[src/design/eambc_pkg.sv]
// package: register layout, reset values and carriers for the eeprom and misc control block
package eambc_pkg;
   localparam int unsigned EAMBC_CLK_MHZ = 125;
   // eeprom access register field positions
   localparam int unsigned EEP_ADDR_LSB = 24;
   localparam int unsigned EEP_DATA_LSB = 16;
   localparam int unsigned EEP_ACTIVE_BIT = 7;
   localparam int unsigned EEP_READ_BIT = 6;
   // misc control two field positions
   localparam int unsigned MC2_LOCKOUT_BIT = 31;
   localparam int unsigned MC2_IMG_PF_BIT = 23;
   localparam int unsigned MC2_BB_HOLD_BIT = 22;
   localparam int unsigned MC2_RETRY_LSB = 20;
   localparam int unsigned MC2_PF_DISC_BIT = 19;
   localparam int unsigned MC2_TA_MAP_BIT = 18;
   localparam int unsigned MC2_BURST4_BIT = 17;
   localparam int unsigned MC2_SINGLE_PF_BIT = 16;
   localparam int unsigned MC2_PF_CNT2_LSB = 10;
   localparam int unsigned MC2_SLV_PW_BIT = 9;
   localparam int unsigned MC2_REG_PARK_BIT = 8;
   localparam int unsigned MC2_PARITY_BIT = 4;
   localparam int unsigned MC2_LATE_EEP_BIT = 3;
   // reset values
   localparam logic [5:0] PF_CNT2_RESET = 6'h01;
   localparam logic [5:0] PF_CNT_RESET = 6'h01;
   // retry limits
   localparam logic [1:0] RETRY_FOREVER = 2'h0;
   localparam logic [8:0] RETRY_LIM_1 = 9'h080;
   localparam logic [8:0] RETRY_LIM_2 = 9'h100;
   localparam logic [8:0] RETRY_LIM_3 = 9'h180;
   // prefetch disconnect threshold in pci clocks
   localparam logic [3:0] TRDY_WAIT_MAX = 4'h8;
   // register port select
   localparam logic PORT_PCI = 1'b0;
   localparam logic PORT_LOCAL = 1'b1;

   typedef struct packed {
      logic rd;
      logic wr;
      logic [31:0] wdata;
   } eambc_access_t;

   typedef struct packed {
      logic pci_access_lockout;
      logic image_based_prefetch_sel;
      logic bus_busy_hold;
      logic [1:0] retry_limit;
      logic prefetch_disconnect_en;
      logic target_abort_error_map;
      logic burst_four_only;
      logic single_beat_prefetch;
      logic [5:0] second_prefetch_count;
      logic slave_posted_write_improve;
      logic register_port_parking;
      logic local_bus_parity_sense;
      logic late_eeprom_access_en;
   } eambc_misc_t;
endpackage : eambc_pkg

[src/design/eambc_eeprom_port.sv]
// eeprom access register with request handshake to the serial engine
`timescale 1ns/1ps
`default_nettype none
module eambc_eeprom_port (
   input wire logic clock,
   input wire logic rst_n,
   input wire eambc_pkg::eambc_access_t acc,
   input wire logic access_open,
   input wire logic config_loading,
   input wire logic eng_done,
   input wire logic [7:0] eng_rdata,
   output logic eng_req,
   output logic eng_read,
   output logic [7:0] eng_addr,
   output logic [7:0] eng_wdata,
   output logic [31:0] rdata,
   output logic busy
);
   logic [7:0] addr;
   logic [7:0] data;
   logic read_dir;
   logic op_pending;
   logic accept;

   assign busy = op_pending | config_loading;
   // only idle with access open accepts the write
   assign accept = acc.wr & ~busy & access_open;

   always_ff @(posedge clock) begin
      if (!rst_n) begin
         addr <= 8'h00;
         data <= 8'h00;
         read_dir <= 1'b0;
      end else if (accept) begin
         addr <= acc.wdata[eambc_pkg::EEP_ADDR_LSB +: 8];
         data <= acc.wdata[eambc_pkg::EEP_DATA_LSB +: 8];
         read_dir <= acc.wdata[eambc_pkg::EEP_READ_BIT];
      end else if (op_pending && eng_done && read_dir) begin
         data <= eng_rdata;
      end
   end

   // flag set on accept, cleared once result lands
   always_ff @(posedge clock) begin
      if (!rst_n) begin
         op_pending <= 1'b0;
      end else if (accept) begin
         op_pending <= 1'b1;
      end else if (eng_done) begin
         op_pending <= 1'b0;
      end
   end

   assign eng_req = op_pending;
   assign eng_read = read_dir;
   assign eng_addr = addr;
   assign eng_wdata = data;

   always_comb begin
      rdata = 32'h0000_0000;
      if (access_open) begin
         rdata[eambc_pkg::EEP_ADDR_LSB +: 8] = addr;
         rdata[eambc_pkg::EEP_DATA_LSB +: 8] = data;
         rdata[eambc_pkg::EEP_ACTIVE_BIT] = busy;
         rdata[eambc_pkg::EEP_READ_BIT] = read_dir;
      end
   end
endmodule : eambc_eeprom_port
`default_nettype wire

[src/design/eambc_top.sv]
// eeprom access and misc control two registers with their steering effects
// Operation
// - address bits 31-24, data bits 23-16
// - active flag high while loading or busy
// - accesses take effect only when not active
// - writes always complete normally on bus
// - direction bit zero write, one read
// - no eeprom strap makes register zero
// - lockout bit makes every pci access retry
// - image prefetch selects per image counts
// - bus busy hold across back-to-back cycles
// - retry limit none, 128, 256, 384
// - disconnect after eight trdy wait clocks
// - target abort mapped to bus error
// - both bits zero map both aborts
// - burst four forces four data phases
// - single beat prefetch in burst mode
// - second count times four, reset one
// - improved posted write dequeue select
// - register port parks or defaults pci
// - parity even at zero, odd at one
// - late enable reopens eeprom access
// - lockout loads strap at pci reset release, reset clears it
`timescale 1ns/1ps
`default_nettype none
module eambc_top (
   input wire logic clock,
   input wire logic rst_n,
   input wire logic pci_rst_n,
   input wire logic serial_data_strap,
   input wire logic enable_id_strap,
   input wire logic lockout_strap,
   input wire logic config_loading,
   input wire logic eep_sel_is_pci,
   input wire eambc_pkg::eambc_access_t eep_acc,
   input wire eambc_pkg::eambc_access_t mc2_acc,
   input wire logic access_from_local,
   input wire logic reg_block_access,
   output logic [31:0] eep_rdata,
   output logic [31:0] mc2_rdata,
   output logic write_ack,
   input wire logic eng_done,
   input wire logic [7:0] eng_rdata,
   output logic eng_req,
   output logic eng_read,
   output logic [7:0] eng_addr,
   output logic [7:0] eng_wdata,
   output logic eeprom_active_flag,
   input wire logic pci_access_req,
   output logic pci_retry,
   input wire logic [1:0] target_image,
   input wire logic [5:0] primary_prefetch_count,
   output logic [7:0] prefetch_bytes,
   input wire logic target_cycle_end,
   input wire logic target_next_pending,
   output logic bus_busy_release,
   input wire logic master_retry,
   input wire logic master_start,
   output logic retry_exhausted,
   input wire logic trdy_wait,
   output logic target_disconnect,
   input wire logic master_abort_map_disable,
   input wire logic got_master_abort,
   input wire logic got_target_abort,
   output logic local_bus_error,
   input wire logic [1:0] write_beats_avail,
   output logic [2:0] burst_len,
   input wire logic burst_master_mode,
   output logic prefetch_single,
   output logic slave_posted_write_improve,
   output logic register_port_sel,
   input wire logic [31:0] par_data,
   output logic par_bit
);
   eambc_pkg::eambc_misc_t misc;
   logic eeprom_present;
   logic pci_rst_q;
   logic access_open;
   logic park_sel;
   logic [8:0] retry_count;
   logic [8:0] retry_max;
   logic [3:0] trdy_count;

   function automatic logic [8:0] eambc_retry_max(input logic [1:0] code);
      case (code)
         2'h1: eambc_retry_max = eambc_pkg::RETRY_LIM_1;
         2'h2: eambc_retry_max = eambc_pkg::RETRY_LIM_2;
         2'h3: eambc_retry_max = eambc_pkg::RETRY_LIM_3;
         default: eambc_retry_max = 9'h000;
      endcase
   endfunction : eambc_retry_max

   // strap capture while pci reset is low, held after release
   always_ff @(posedge clock) begin
      pci_rst_q <= pci_rst_n;
      if (!pci_rst_n) begin
         eeprom_present <= serial_data_strap | enable_id_strap;
      end
   end

   assign access_open = eeprom_present | misc.late_eeprom_access_en;

   eambc_eeprom_port u_eep (
      .clock(clock),
      .rst_n(rst_n & pci_rst_n),
      .acc(eep_acc),
      .access_open(access_open),
      .config_loading(config_loading),
      .eng_done(eng_done),
      .eng_rdata(eng_rdata),
      .eng_req(eng_req),
      .eng_read(eng_read),
      .eng_addr(eng_addr),
      .eng_wdata(eng_wdata),
      .rdata(eep_rdata),
      .busy(eeprom_active_flag)
   );

   // writes always acknowledged, effective or not
   assign write_ack = eep_acc.wr | mc2_acc.wr;

   // misc control two register
   always_ff @(posedge clock) begin
      if (!rst_n) begin
         misc <= '0;
         misc.second_prefetch_count <= eambc_pkg::PF_CNT2_RESET;
         misc.pci_access_lockout <= 1'b0;
      end else if (!pci_rst_q && pci_rst_n) begin
         misc.pci_access_lockout <= lockout_strap;
      end else if (mc2_acc.wr) begin
         misc.pci_access_lockout <= mc2_acc.wdata[eambc_pkg::MC2_LOCKOUT_BIT];
         misc.image_based_prefetch_sel <= mc2_acc.wdata[eambc_pkg::MC2_IMG_PF_BIT];
         misc.bus_busy_hold <= mc2_acc.wdata[eambc_pkg::MC2_BB_HOLD_BIT];
         misc.retry_limit <= mc2_acc.wdata[eambc_pkg::MC2_RETRY_LSB +: 2];
         misc.prefetch_disconnect_en <= mc2_acc.wdata[eambc_pkg::MC2_PF_DISC_BIT];
         misc.target_abort_error_map <= mc2_acc.wdata[eambc_pkg::MC2_TA_MAP_BIT];
         misc.burst_four_only <= mc2_acc.wdata[eambc_pkg::MC2_BURST4_BIT];
         misc.single_beat_prefetch <= mc2_acc.wdata[eambc_pkg::MC2_SINGLE_PF_BIT];
         misc.second_prefetch_count <= mc2_acc.wdata[eambc_pkg::MC2_PF_CNT2_LSB +: 6];
         misc.slave_posted_write_improve <= mc2_acc.wdata[eambc_pkg::MC2_SLV_PW_BIT];
         misc.register_port_parking <= mc2_acc.wdata[eambc_pkg::MC2_REG_PARK_BIT];
         misc.local_bus_parity_sense <= mc2_acc.wdata[eambc_pkg::MC2_PARITY_BIT];
         misc.late_eeprom_access_en <= mc2_acc.wdata[eambc_pkg::MC2_LATE_EEP_BIT];
      end
   end

   always_comb begin
      mc2_rdata = 32'h0000_0000;
      mc2_rdata[eambc_pkg::MC2_LOCKOUT_BIT] = misc.pci_access_lockout;
      mc2_rdata[eambc_pkg::MC2_IMG_PF_BIT] = misc.image_based_prefetch_sel;
      mc2_rdata[eambc_pkg::MC2_BB_HOLD_BIT] = misc.bus_busy_hold;
      mc2_rdata[eambc_pkg::MC2_RETRY_LSB +: 2] = misc.retry_limit;
      mc2_rdata[eambc_pkg::MC2_PF_DISC_BIT] = misc.prefetch_disconnect_en;
      mc2_rdata[eambc_pkg::MC2_TA_MAP_BIT] = misc.target_abort_error_map;
      mc2_rdata[eambc_pkg::MC2_BURST4_BIT] = misc.burst_four_only;
      mc2_rdata[eambc_pkg::MC2_SINGLE_PF_BIT] = misc.single_beat_prefetch;
      mc2_rdata[eambc_pkg::MC2_PF_CNT2_LSB +: 6] = misc.second_prefetch_count;
      mc2_rdata[eambc_pkg::MC2_SLV_PW_BIT] = misc.slave_posted_write_improve;
      mc2_rdata[eambc_pkg::MC2_REG_PARK_BIT] = misc.register_port_parking;
      mc2_rdata[eambc_pkg::MC2_PARITY_BIT] = misc.local_bus_parity_sense;
      mc2_rdata[eambc_pkg::MC2_LATE_EEP_BIT] = misc.late_eeprom_access_en;
   end

   assign pci_retry = pci_access_req & misc.pci_access_lockout;

   // prefetch size in bytes
   always_comb begin
      if (misc.image_based_prefetch_sel && target_image == 2'h1) begin
         prefetch_bytes = {misc.second_prefetch_count, 2'h0};
      end else begin
         prefetch_bytes = {primary_prefetch_count, 2'h0};
      end
   end

   assign bus_busy_release = target_cycle_end & ~(misc.bus_busy_hold & target_next_pending);

   // master retry counter
   assign retry_max = eambc_retry_max(misc.retry_limit);
   always_ff @(posedge clock) begin
      if (!rst_n || master_start) begin
         retry_count <= 9'h000;
      end else if (master_retry && !retry_exhausted) begin
         retry_count <= retry_count + 9'h001;
      end
   end
   assign retry_exhausted = (misc.retry_limit != eambc_pkg::RETRY_FOREVER)
                            && (retry_count >= retry_max);

   // trdy wait counter for disconnect
   always_ff @(posedge clock) begin
      if (!rst_n || !trdy_wait) begin
         trdy_count <= 4'h0;
      end else if (trdy_count != eambc_pkg::TRDY_WAIT_MAX) begin
         trdy_count <= trdy_count + 4'h1;
      end
   end
   assign target_disconnect = misc.prefetch_disconnect_en & trdy_wait
                              & (trdy_count == eambc_pkg::TRDY_WAIT_MAX);

   // abort to bus error mapping
   always_comb begin
      if (!master_abort_map_disable) begin
         local_bus_error = got_master_abort | got_target_abort;
      end else begin
         local_bus_error = got_target_abort & misc.target_abort_error_map;
      end
   end

   // burst shape for target channel writes
   always_comb begin
      if (misc.burst_four_only || write_beats_avail == 2'h0) begin
         burst_len = 3'h4;
      end else begin
         burst_len = {1'b0, write_beats_avail};
      end
   end

   assign prefetch_single = burst_master_mode & misc.single_beat_prefetch;
   assign slave_posted_write_improve = misc.slave_posted_write_improve;

   // register port parking
   always_ff @(posedge clock) begin
      if (!rst_n) begin
         park_sel <= eambc_pkg::PORT_PCI;
      end else if (reg_block_access) begin
         park_sel <= access_from_local;
      end
   end
   assign register_port_sel = misc.register_port_parking ? park_sel : eambc_pkg::PORT_PCI;

   assign par_bit = (^par_data) ^ misc.local_bus_parity_sense;
endmodule : eambc_top
`default_nettype wire

[config.mk]
export PLATFORM = sky130hd
export DESIGN_NAME = eambc_top
export DESIGN_NICKNAME = d
export VERILOG_FILES = /design/src/design/eambc_pkg.sv /design/src/design/eambc_eeprom_port.sv /design/src/design/eambc_top.sv
export SDC_FILE = /design/constraint.sdc
export NUM_CORES = 1
export LEC_CHECK = 0
export ABC_AREA = 1
export BUFFER_PORTS_ARGS = -buffer_cell sky130_fd_sc_hd__buf_4
export CORE_ASPECT_RATIO = 1.1
export CORE_MARGIN = 3
export CORE_UTILIZATION = 38
export CTS_CLUSTER_SIZE = 28
export DETAILED_ROUTE_END_ITERATION = 10
export GPL_ROUTABILITY_DRIVEN = 0
export HOLD_SLACK_MARGIN = 0.12
export PLACE_DENSITY = 0.76
export SKIP_LAST_GASP = 1
export SYNTH_ARGS = -nofsm -noshare
export SYNTH_HDL_FRONTEND = slang
export SYNTH_SLANG_ARGS = --single-unit
[constraint.sdc]
create_clock -name clock -period 1.5 [get_ports clock]
set_input_delay 0.15 -clock clock [delete_from_list [all_inputs] [get_ports clock]]
set_output_delay 0.15 -clock clock [all_outputs]
set_load 0.01 [all_outputs]
## After elaboration in Yosys (flattened, before gate mapping)

Index checks and enable logic that the tools add are counted.

| storage, ports and cells | value |
|---|---|
| register bits after elaboration | 53 |
| bits of input ports | 139 |
| output and inout port bits | 104 |

| cells by class | value |
|---|---|
| $add $sub $neg | 2 |
| order comparisons | 1 |
| equal/unequal tests | 6 |
| multiplexer cells | 13 |
| bitwise operators | 19 |
| reduce and logical (&&, ||, !) cells | 20 |

Operators with widths:

| kind | number |
|---|---|
| $reduce_xor A32 Y1 | 1 |
| $pmux W9 S3 | 1 |
| $mux W8 | 3 |
| $mux W19 | 1 |
| $mux W16 | 1 |
| $and A1 B1 Y1 | 10 |
| $add A9 B1 Y9 const B | 1 |
| $ge A9 B9 Y1 | 1 |
| $reduce_bool A2 Y1 | 4 |
| $logic_and A1 B1 Y1 | 6 |
| $mux W1 | 5 |
| $or A1 B1 Y1 | 5 |
| $add A4 B1 Y4 const B | 1 |
| $eq A2 B1 Y1 const B | 2 |
| $eq A2 B2 Y1 const B | 2 |
| $eq A4 B4 Y1 const B | 1 |
| $logic_not A1 Y1 | 4 |
| $ne A4 B4 Y1 const B | 1 |
| $logic_or A1 B1 Y1 | 3 |
| $mux W3 | 1 |
| $not A1 Y1 | 3 |
| $logic_not A2 Y1 | 1 |
| $mux W2 | 1 |
| $reduce_and A2 Y1 | 1 |
| $xor A1 B1 Y1 | 1 |

## Logic depth before layout (Yosys ltp)

Gate-level depths: netlist of the first run.

| logic depth | value |
|---|---|
| depth in word-level cells | 6 |
| depth in mapped cells | 13 |
| mapped depth without buffers | 13 |

## Cells and area by module

Synthesis of the first run repeated with hierarchy kept, for this count alone.

| unflattened totals | value |
|---|---|
| cell total of the unflattened synthesis | 641 |
| area, all modules | 3773.6 um2 |

By module, submodules not included:

| module | instances | cells an instance | area each (um2) | seq. area each (um2) |
|---|---|---|---|---|
| eambc_top | 1 | 470 | 2647.5 | 710.7 |
| eambc_eeprom_port | 1 | 171 | 1126.1 | 360.3 |

## Worst setup path before layout of the first run

Ideal clock, no wire load.

| timing path | value |
|---|---|
| kind | register -> register |
| start point | register misc, in the netlist mc2_rdata[21] |
| end point | register retry_count[8] |
| arrival | 1.549 ns |
| required time | 1.381 ns |
| slack | -0.167 ns |
| stages on the path, launching flop included | 10 |
| buffers on the path | 1 |
| cell sequence | dfxtp_1 > inv_1 > ha_1 > a21oi_1 > nand2_2 > o21ai_4 > nand2_4 > buf_6 > nor3b_1 > nor2_1 |

| between the ends | value |
|---|---|
| word-level cells in the longest chain between the ends | 6 |

RTL lines:

| element | line | source |
|---|---|---|
| start, declared | eambc_top.sv:75 | `eambc_pkg::eambc_misc_t misc;` |
| $eq A2 B2 Y1 or $eq A2 B1 Y1 (tied branches) | eambc_top.sv:85 | `case (code)` |
| $pmux W9 S3 | eambc_top.sv:85 |  |
| $ge A9 B9 Y1 | eambc_top.sv:187 | `&& (retry_count >= retry_max);` |
| $logic_and A1 B1 Y1 * | eambc_top.sv:187 |  |
| $logic_not A1 Y1 * | eambc_top.sv:182 | `end else if (master_retry && !retry_exhausted) begin` |
| $logic_and A1 B1 Y1 * | eambc_top.sv:182 |  |
| end signal, assigned | eambc_top.sv:183 | `retry_count <= retry_count + 9'h001;` |
| end, declared | eambc_top.sv:80 | `logic [8:0] retry_count;` |

Mark *: on every way between the ends. The rest lies on a longest branch, timed or not.
A chain may end at the register's enable or synchronous reset.

## Worst setup path after layout of the first run

| timing path | value |
|---|---|
| start point | register retry_count[7] |
| end point | output retry_exhausted |

| between the ends | value |
|---|---|
| word-level cells in the longest chain between the ends | 2 |

RTL lines:

| element | line | source |
|---|---|---|
| $ge A9 B9 Y1 | eambc_top.sv:187 |  |
| $logic_and A1 B1 Y1 | eambc_top.sv:187 |  |
| end, declared | eambc_top.sv:59 | `output logic retry_exhausted,` |

No other way between the ends.

==> impl_metrics.csv, run 1 <==
group,metric,value,unit
run_status,outcome,"finished with violations",
run_status,violations,"negative setup slack",
place,port-buffer-count,182,
pwr,p_total,0.00377,W
drt,drc,0,
synth,synthAdderAreaFrac,0.0211,
die,dieArea,10600,µm²
setup_path,worstPathRequired,1.35,ns
drt,first_pass_iters,5,
synth,synth_warnings,0,
global_route,grt_pass1_vias,4265,
setup_path,cp_max_fo,2,
setup_path,crit_path_start_kind,"register",
cells_and_area,n_antenna_cell,0,
synth,synth-edff-count,1,
synth,netlist_top_cells_count,"204 x nand2_1, 99 x inv_1, 67 x nor2_1, 52 x dfxtp_1, 39 x o21ai_0",
die,die_w,98.3,µm
synth,ys.flop_type,"dfxtp_1",
sta,period_share,1.11,
pwr,power_density,646,nW/µm²
global_route,grt_max_degree,19,
clocking,root_buffer,"clkbuf_8",
global_route,grt_pass1_wl,18900,µm
global_route,grt_overflow,0,
sta,slew_viol_final,0,
synth,synth_area_leaders,"dfxtp_1 29%, nand2_1 21%, inv_1 10%",
synth,syn_area_per_cell,5.97,µm²
drt,vias_per_cell,4.70,
drt,vias,4447,
pwr,p_leak,3.12,nW
die,fp.coreArea,9010,µm²
place,post-place-ws,-0.0905,ns
clocking,htree_levels,2,
cells_and_area,syn_to_final_growth,64.0,%
sta,setup_viol_count_final,10,
synth,synth_top_family_by_area,"simple AND/OR/NAND/NOR gates",
drt,wl_per_cell,12.7,µm
clocking,clk_latency,0.31,ns
synth,synthSimpleGateAreaFrac,0.340,
synth,synth_area_leader_cell,"dfxtp_1",
sta,skew,0.00746,ns
synth,synth_seq_area_share,0.301,
sta,fin_crit,1.66,ns
global_route,antenna_found_initial,0,
die,num_io_pins,243,
sta,rsz0062_at_grt,"yes",
drt,drt_wl_total,12000,µm
synth,muxShareOfSynthArea,0,
die,start_util,0.395,
clocking,numCtsBuffers,5,
run,drv_cap,0,
clocking,path_clk_slew,0.10,ns
sta,finalHoldViolCount,0,
synth,yosysMostFrequentCell,"nand2_1",
drt,ant_nets,0,
setup_path,worst_ep_arrival_time,1.51,ns
setup_path,max_stage_delay,0.35,ns
synth,synth-xor-area-share,0.0148,
pwr,irDropWorstVdd,0.487,mV
drt,drt_iter0_drc,189,
synth,synth_cells,597,
clocking,cts_tree,"yes",
synth,synth_area,3560,µm²
cells_and_area,drive_gt1_frac,0.364,
clocking,cts_buffer_depth,2,
sta,fmax,0.601,GHz
cells_and_area,nets,977,
cells_and_area,final_area,5840,µm²
setup_path,slowest_stage,"dfxtp_2",
global_route,grt_usage,0.214,
min_path,worstHoldPathType,"in2reg",
setup_path,worstSetupPathType,"reg2out",
cells_and_area,fin_util,0.648,
synth,yosysTopAreaCellShare,0.292,
cells_and_area,fin_cells,947,
place,dp_cells,897,
die,die_y,108,µm
synth,synth-async-reset-ratio,0,
setup_path,crit_path_end_kind,"output port",
setup_path,crit_chain,"inv_2, ha_4, nand2_2, nor3_2, nand3_1, nand2_2, o21ai_4, inv_2, buf_6",
place,placed_area,5040,µm²
sta,layout_setup_ws,-0.164,ns
synth,synth.ff_latch_count,53,
synth,ys_types,39,
cells_and_area,fillers,793,
synth,synth_compound_area_frac,0.137,
die,rows,36,
place,dp_hpwl,8790,µm
clocking,clock_sinks,53,
## cells in the final DEF (no fill, tap or decap), types with 4 or more instances in the layout
| cell type | n |
|---|---|
| a21oi_1 | 24 |
| a21oi_2 | 6 |
| a221oi_1 | 7 |
| buf_4 | 196 |
| buf_6 | 7 |
| clkbuf_8 | 7 |
| conb_1 | 29 |
| dfxtp_1 | 45 |
| dfxtp_2 | 6 |
| dlygate4sd3_1 | 33 |
| inv_1 | 88 |
| inv_2 | 12 |
| nand2_1 | 171 |
| nand2_2 | 32 |
| nand3_1 | 10 |
| nand3_2 | 8 |
| nor2_1 | 65 |
| nor3_1 | 4 |
| o21ai_0 | 36 |
| xor2_1 | 4 |
## critical path: cells and delay by family, from the launching register on
kind | cells | cell delay, ns
flops | 1 | 0.35
simple gates | 4 | 0.32
fa+ha+maj | 1 | 0.26
buf+inv | 3 | 0.20
compound gates | 1 | 0.07
## state kept, by name, indices dropped and copies added, names as in the netlist
name and flops:
u_eep.eng_read 1, park_sel 1, trdy_count 4, u_eep.eng_req 1
mc2_rdata 18, eeprom_present 1, slave_posted_write_improve 1, u_eep.eng_addr 8
u_eep.eng_wdata 8, retry_count 9, pci_rst_q 1
## cell type report
type | instances | area, µm² | area share
Clock buffer | 7 | 96.3 | 0.0165
Timing Repair Buffer | 239 | 1940 | 0.331
Inverter | 101 | 384 | 0.0658
Tap cell | 114 | 143 | 0.0244
Multi-Input combinational cell | 431 | 2180 | 0.374
Timing Repair inverter | 1 | 8.76 | 0.00150
Clock inverter | 1 | 8.76 | 0.00150
Sequential cell | 53 | 1080 | 0.185
## report_power, final
group | internal (W) | leakage [nW] | switching [W] | total, W
sequential | 0.00147 | 0.438 | 0.0000437 | 0.00152
combinational | 0.000649 | 2.63 | 0.000677 | 0.00133
clock | 0.000428 | 0.0549 | 0.000500 | 0.000928
## logic make-up (layout without fill, tap and decap cells)
family	after synthesis	count (layout)
flip-flops	53	53
adder cells (fa/ha/maj)	6	6
XOR/XNOR	6	6
buffers and inverters	142	349
AO/OA/AOI/OAI	84	84
AND/OR/NAND/NOR	305	306
other	1	29
## timing repair
| action | CTS | global route |
|---|---|---|
| setup buffers | 5 | 2 |
| setup endpoints to repair | 34 | 37 |
| hold buffers | 32 | 1 |
| hold endpoints to repair | 28 | 1 |
| gates resized for setup | 25 | 67 |
| pin swaps | 11 | 31 |
| cloned | 2 | 0 |
## through the flow
stage,TNS [ns],hold slack [ns]
final,-1.17,0.127
after global routing,-2.41,0.127
after CTS,-1.45,0.120
after detailed placement,-0.438,0.277
after global placement,-0.0889,0.274
after floorplan,-0.146,0.178
## worst paths after layout
path | startpoint | endpoint | slack (ns) | cells after the start
hold reg to reg | trdy_count[0] | trdy_count[0] | 0.46 | 1
hold / removal | mc2_acc[12] | mc2_rdata[12] | 0.13 | 3
setup / recovery | retry_count[7] | retry_exhausted | -0.16 | 9
setup reg to reg | retry_count[7] | retry_count[2] | -0.14 | 12
## layer usage
| metal | vias up | wire length, µm | track usage |
|---|---|---|---|
| met2 | 163 | 6400 | 0.407 |
| met4 | 0 | 271 | 0.0683 |
| met1 | 2021 | 4680 | 0.242 |
| met5 | - | 0 | 0 |
| li1 | 2235 | - | - |
| met3 | 28 | 683 | 0.0337 |
Note: power is estimated with default switching activity, not from simulation.
==> run 2: changes to the inputs <==
--- a/config.mk
+++ b/config.mk
@@ -7,14 +7,13 @@
 export LEC_CHECK = 0
 export ABC_AREA = 1
 export BUFFER_PORTS_ARGS = -buffer_cell sky130_fd_sc_hd__buf_4
-export CORE_ASPECT_RATIO = 1.1
 export CORE_MARGIN = 3
-export CORE_UTILIZATION = 38
+export CORE_UTILIZATION = 46
 export CTS_CLUSTER_SIZE = 28
 export DETAILED_ROUTE_END_ITERATION = 10
 export GPL_ROUTABILITY_DRIVEN = 0
 export HOLD_SLACK_MARGIN = 0.12
-export PLACE_DENSITY = 0.76
+export PLACE_DENSITY = 0.87
 export SKIP_LAST_GASP = 1
 export SYNTH_ARGS = -nofsm -noshare
 export SYNTH_HDL_FRONTEND = slang
==> constraint.sdc (replaced) <==
create_clock -name clock -period 2.2 [get_ports clock]
set_input_delay 0.22 -clock clock [delete_from_list [all_inputs] [get_ports clock]]
set_output_delay 0.22 -clock clock [all_outputs]
set_load 0.01 [all_outputs]
==> run 2 against run 1 <==
- the flow now finishes without violations
- clock power shrank 34%
- non-clock buffer count shrank 53
- cell count shrank 7.4%
- critical path depth shrank 5
- largest cell class unchanged
- highest routed layer unchanged
==> impl_metrics.csv, run 2 (same netlist as run 1, synthesis figures left out) <==
group,metric,value,unit
run_status,outcome,"complete, no violations",
die,dieArea,8840,µm²
pwr,clkPwrFrac,0.263,
sta,layout_setup_ws,0.246,ns
sta,relSlewSlack,0.544,
drt,wl_per_cell,11.7,µm
pwr,p_switching,0.000728,W
sta,rsz0062_at_grt,"no",
cells_and_area,n_antenna_cell,0,
min_path,hold_depth,3,
global_route,grt_max_degree,25,
cells_and_area,layout_commonest_cell,"nand2_1",
cells_and_area,largest_register_ffs,18,
die,die_y,94,µm
pwr,p_leak,2.82,nW
cells_and_area,layout_common_cells,"204 x nand2_1, 184 x buf_4, 99 x inv_1",
clocking,clock_sinks,53,
clocking,numCtsBuffers,5,
sta,finalHoldViolCount,0,
clocking,path_clk_slew,0.10,ns
global_route,grt_pass1_wl,15900,µm
setup_path,r2r_cells,11,
cells_and_area,syn_to_final_growth,40.8,%
sta,worst_pin_slew,0.683,ns
place,dp_hpwl,8590,µm
pwr,pwr-share-seq,0.441,
place,dp_cells,867,
cells_and_area,nets,922,
sta,hold_ws,0.127,ns
setup_path,crit_path_start_kind,"register",
place,post-place-ws,0.497,ns
die,rows,31,
pwr,pwr-share-comb,0.296,
clocking,root_buffer,"clkbuf_8",
sta,skew,0.00413,ns
sta,period_share,0.888,
global_route,grt_usage,0.218,
die,num_io_pins,243,
setup_path,crit_path_end_kind,"output port",
pwr,p_total,0.00235,W
drt,drc,0,
drt,vias_per_cell,4.70,
setup_path,worstSetupPathType,"reg2out",
cells_and_area,fin_cells,877,
pwr,intPower,0.00162,W
setup_path,worstPathRequired,1.98,ns
global_route,grt_overflow,0,
setup_path,cp_max_fo,18,
place,port-buffer-count,182,
sta,setup_tns,0,ns
sta,setup_viol_count_final,0,
drt,ant_nets,0,
cells_and_area,fillers,674,
clocking,htree_levels,2,
cells_and_area,drive_gt1_frac,0.263,
drt,first_pass_iters,4,
min_path,worstHoldPathType,"in2reg",
clocking,clk_latency,0.30,ns
sta,fin_crit,1.95,ns
die,fp.coreArea,7370,µm²
setup_path,worst_ep_arrival_time,1.73,ns
clocking,cts_resized,0,
clocking,cts_buffer_depth,2,
run,drv_cap,0,
drt,vias,4125,
global_route,grt_pass1_vias,3829,
pwr,power_density,467,nW/µm²
sta,slew_viol_final,0,
drt,drt_wl_total,10300,µm
sta,fmax,0.512,GHz
clocking,cts_tree,"yes",
die,die_w,94,µm
pwr,irDropWorstVdd,0.384,mV
global_route,antenna_found_initial,0,
pwr,sw_frac_of_total,0.310,
drt,drt_iter0_drc,116,
die,start_util,0.483,
run 2: area by class of cell:
cell class                      instances  area, µm²  share of cell area
Sequential cell                        53       1070               0.213
Timing Repair Buffer                  186       1400               0.279
Multi-Input combinational cell        430       1940               0.386
Inverter                              101        379              0.0756
Clock inverter                          1       8.76             0.00175
Tap cell                               99        124              0.0247
Clock buffer                            7       96.3              0.0192
run 2: path summary, 6_finish.rpt:
check                                    start        endpoint  slack [ns]
worst max-delay path              mc2_rdata[3]   eep_rdata[23]        0.25
worst max register to register  retry_count[7]  retry_count[8]        0.50
worst min register to register   trdy_count[3]   trdy_count[3]        0.47
worst min-delay path               mc2_acc[10]   mc2_rdata[10]        0.13
run 2: timing repair:
| item | in CTS | in global routing |
|---|---|---|
| buffers inserted | 0 | 0 |
| endpoints found under the hold margin | 2 | 0 |
| hold buffers | 2 | 0 |
| endpoints found under the setup margin | 0 | 0 |
run 2: metal layers:
layer,GRT usage,up-vias,share of wire
li1,-,2122,-
met5,0,-,0
met1,0.235,1836,0.38
met2,0.410,141,0.53
met4,0.0806,0,0.027
met3,0.0481,26,0.057
run 2: critical path: stages (launching register included):
cell and delay (ns):
dfxtp_1 0.36, or2_1 0.16, clkinv_1 0.43, nor2_1 0.32
buf_4 0.17
run 2: stage by stage:
stage                      util  instance area (µm²)
final                     0.681                 5020
after global routing      0.681                 5020
after CTS                 0.681                 5020
after detailed placement  0.664                 4890
after global placement    0.664                 4890
after floorplan               -                 3670
run 2: power by group through the flow:
stage	registers [W]	clock network [W]	logic, W
2_1_floorplan	0.00107	0	0.000386
3_3_place_gp	0.00105	0	0.000662
3_5_place_dp	0.00106	0	0.000690
4_1_cts	0.00103	0.000632	0.000695
5_1_grt	0.00104	0.000669	0.000776
6_report	0.00103	0.000617	0.000694
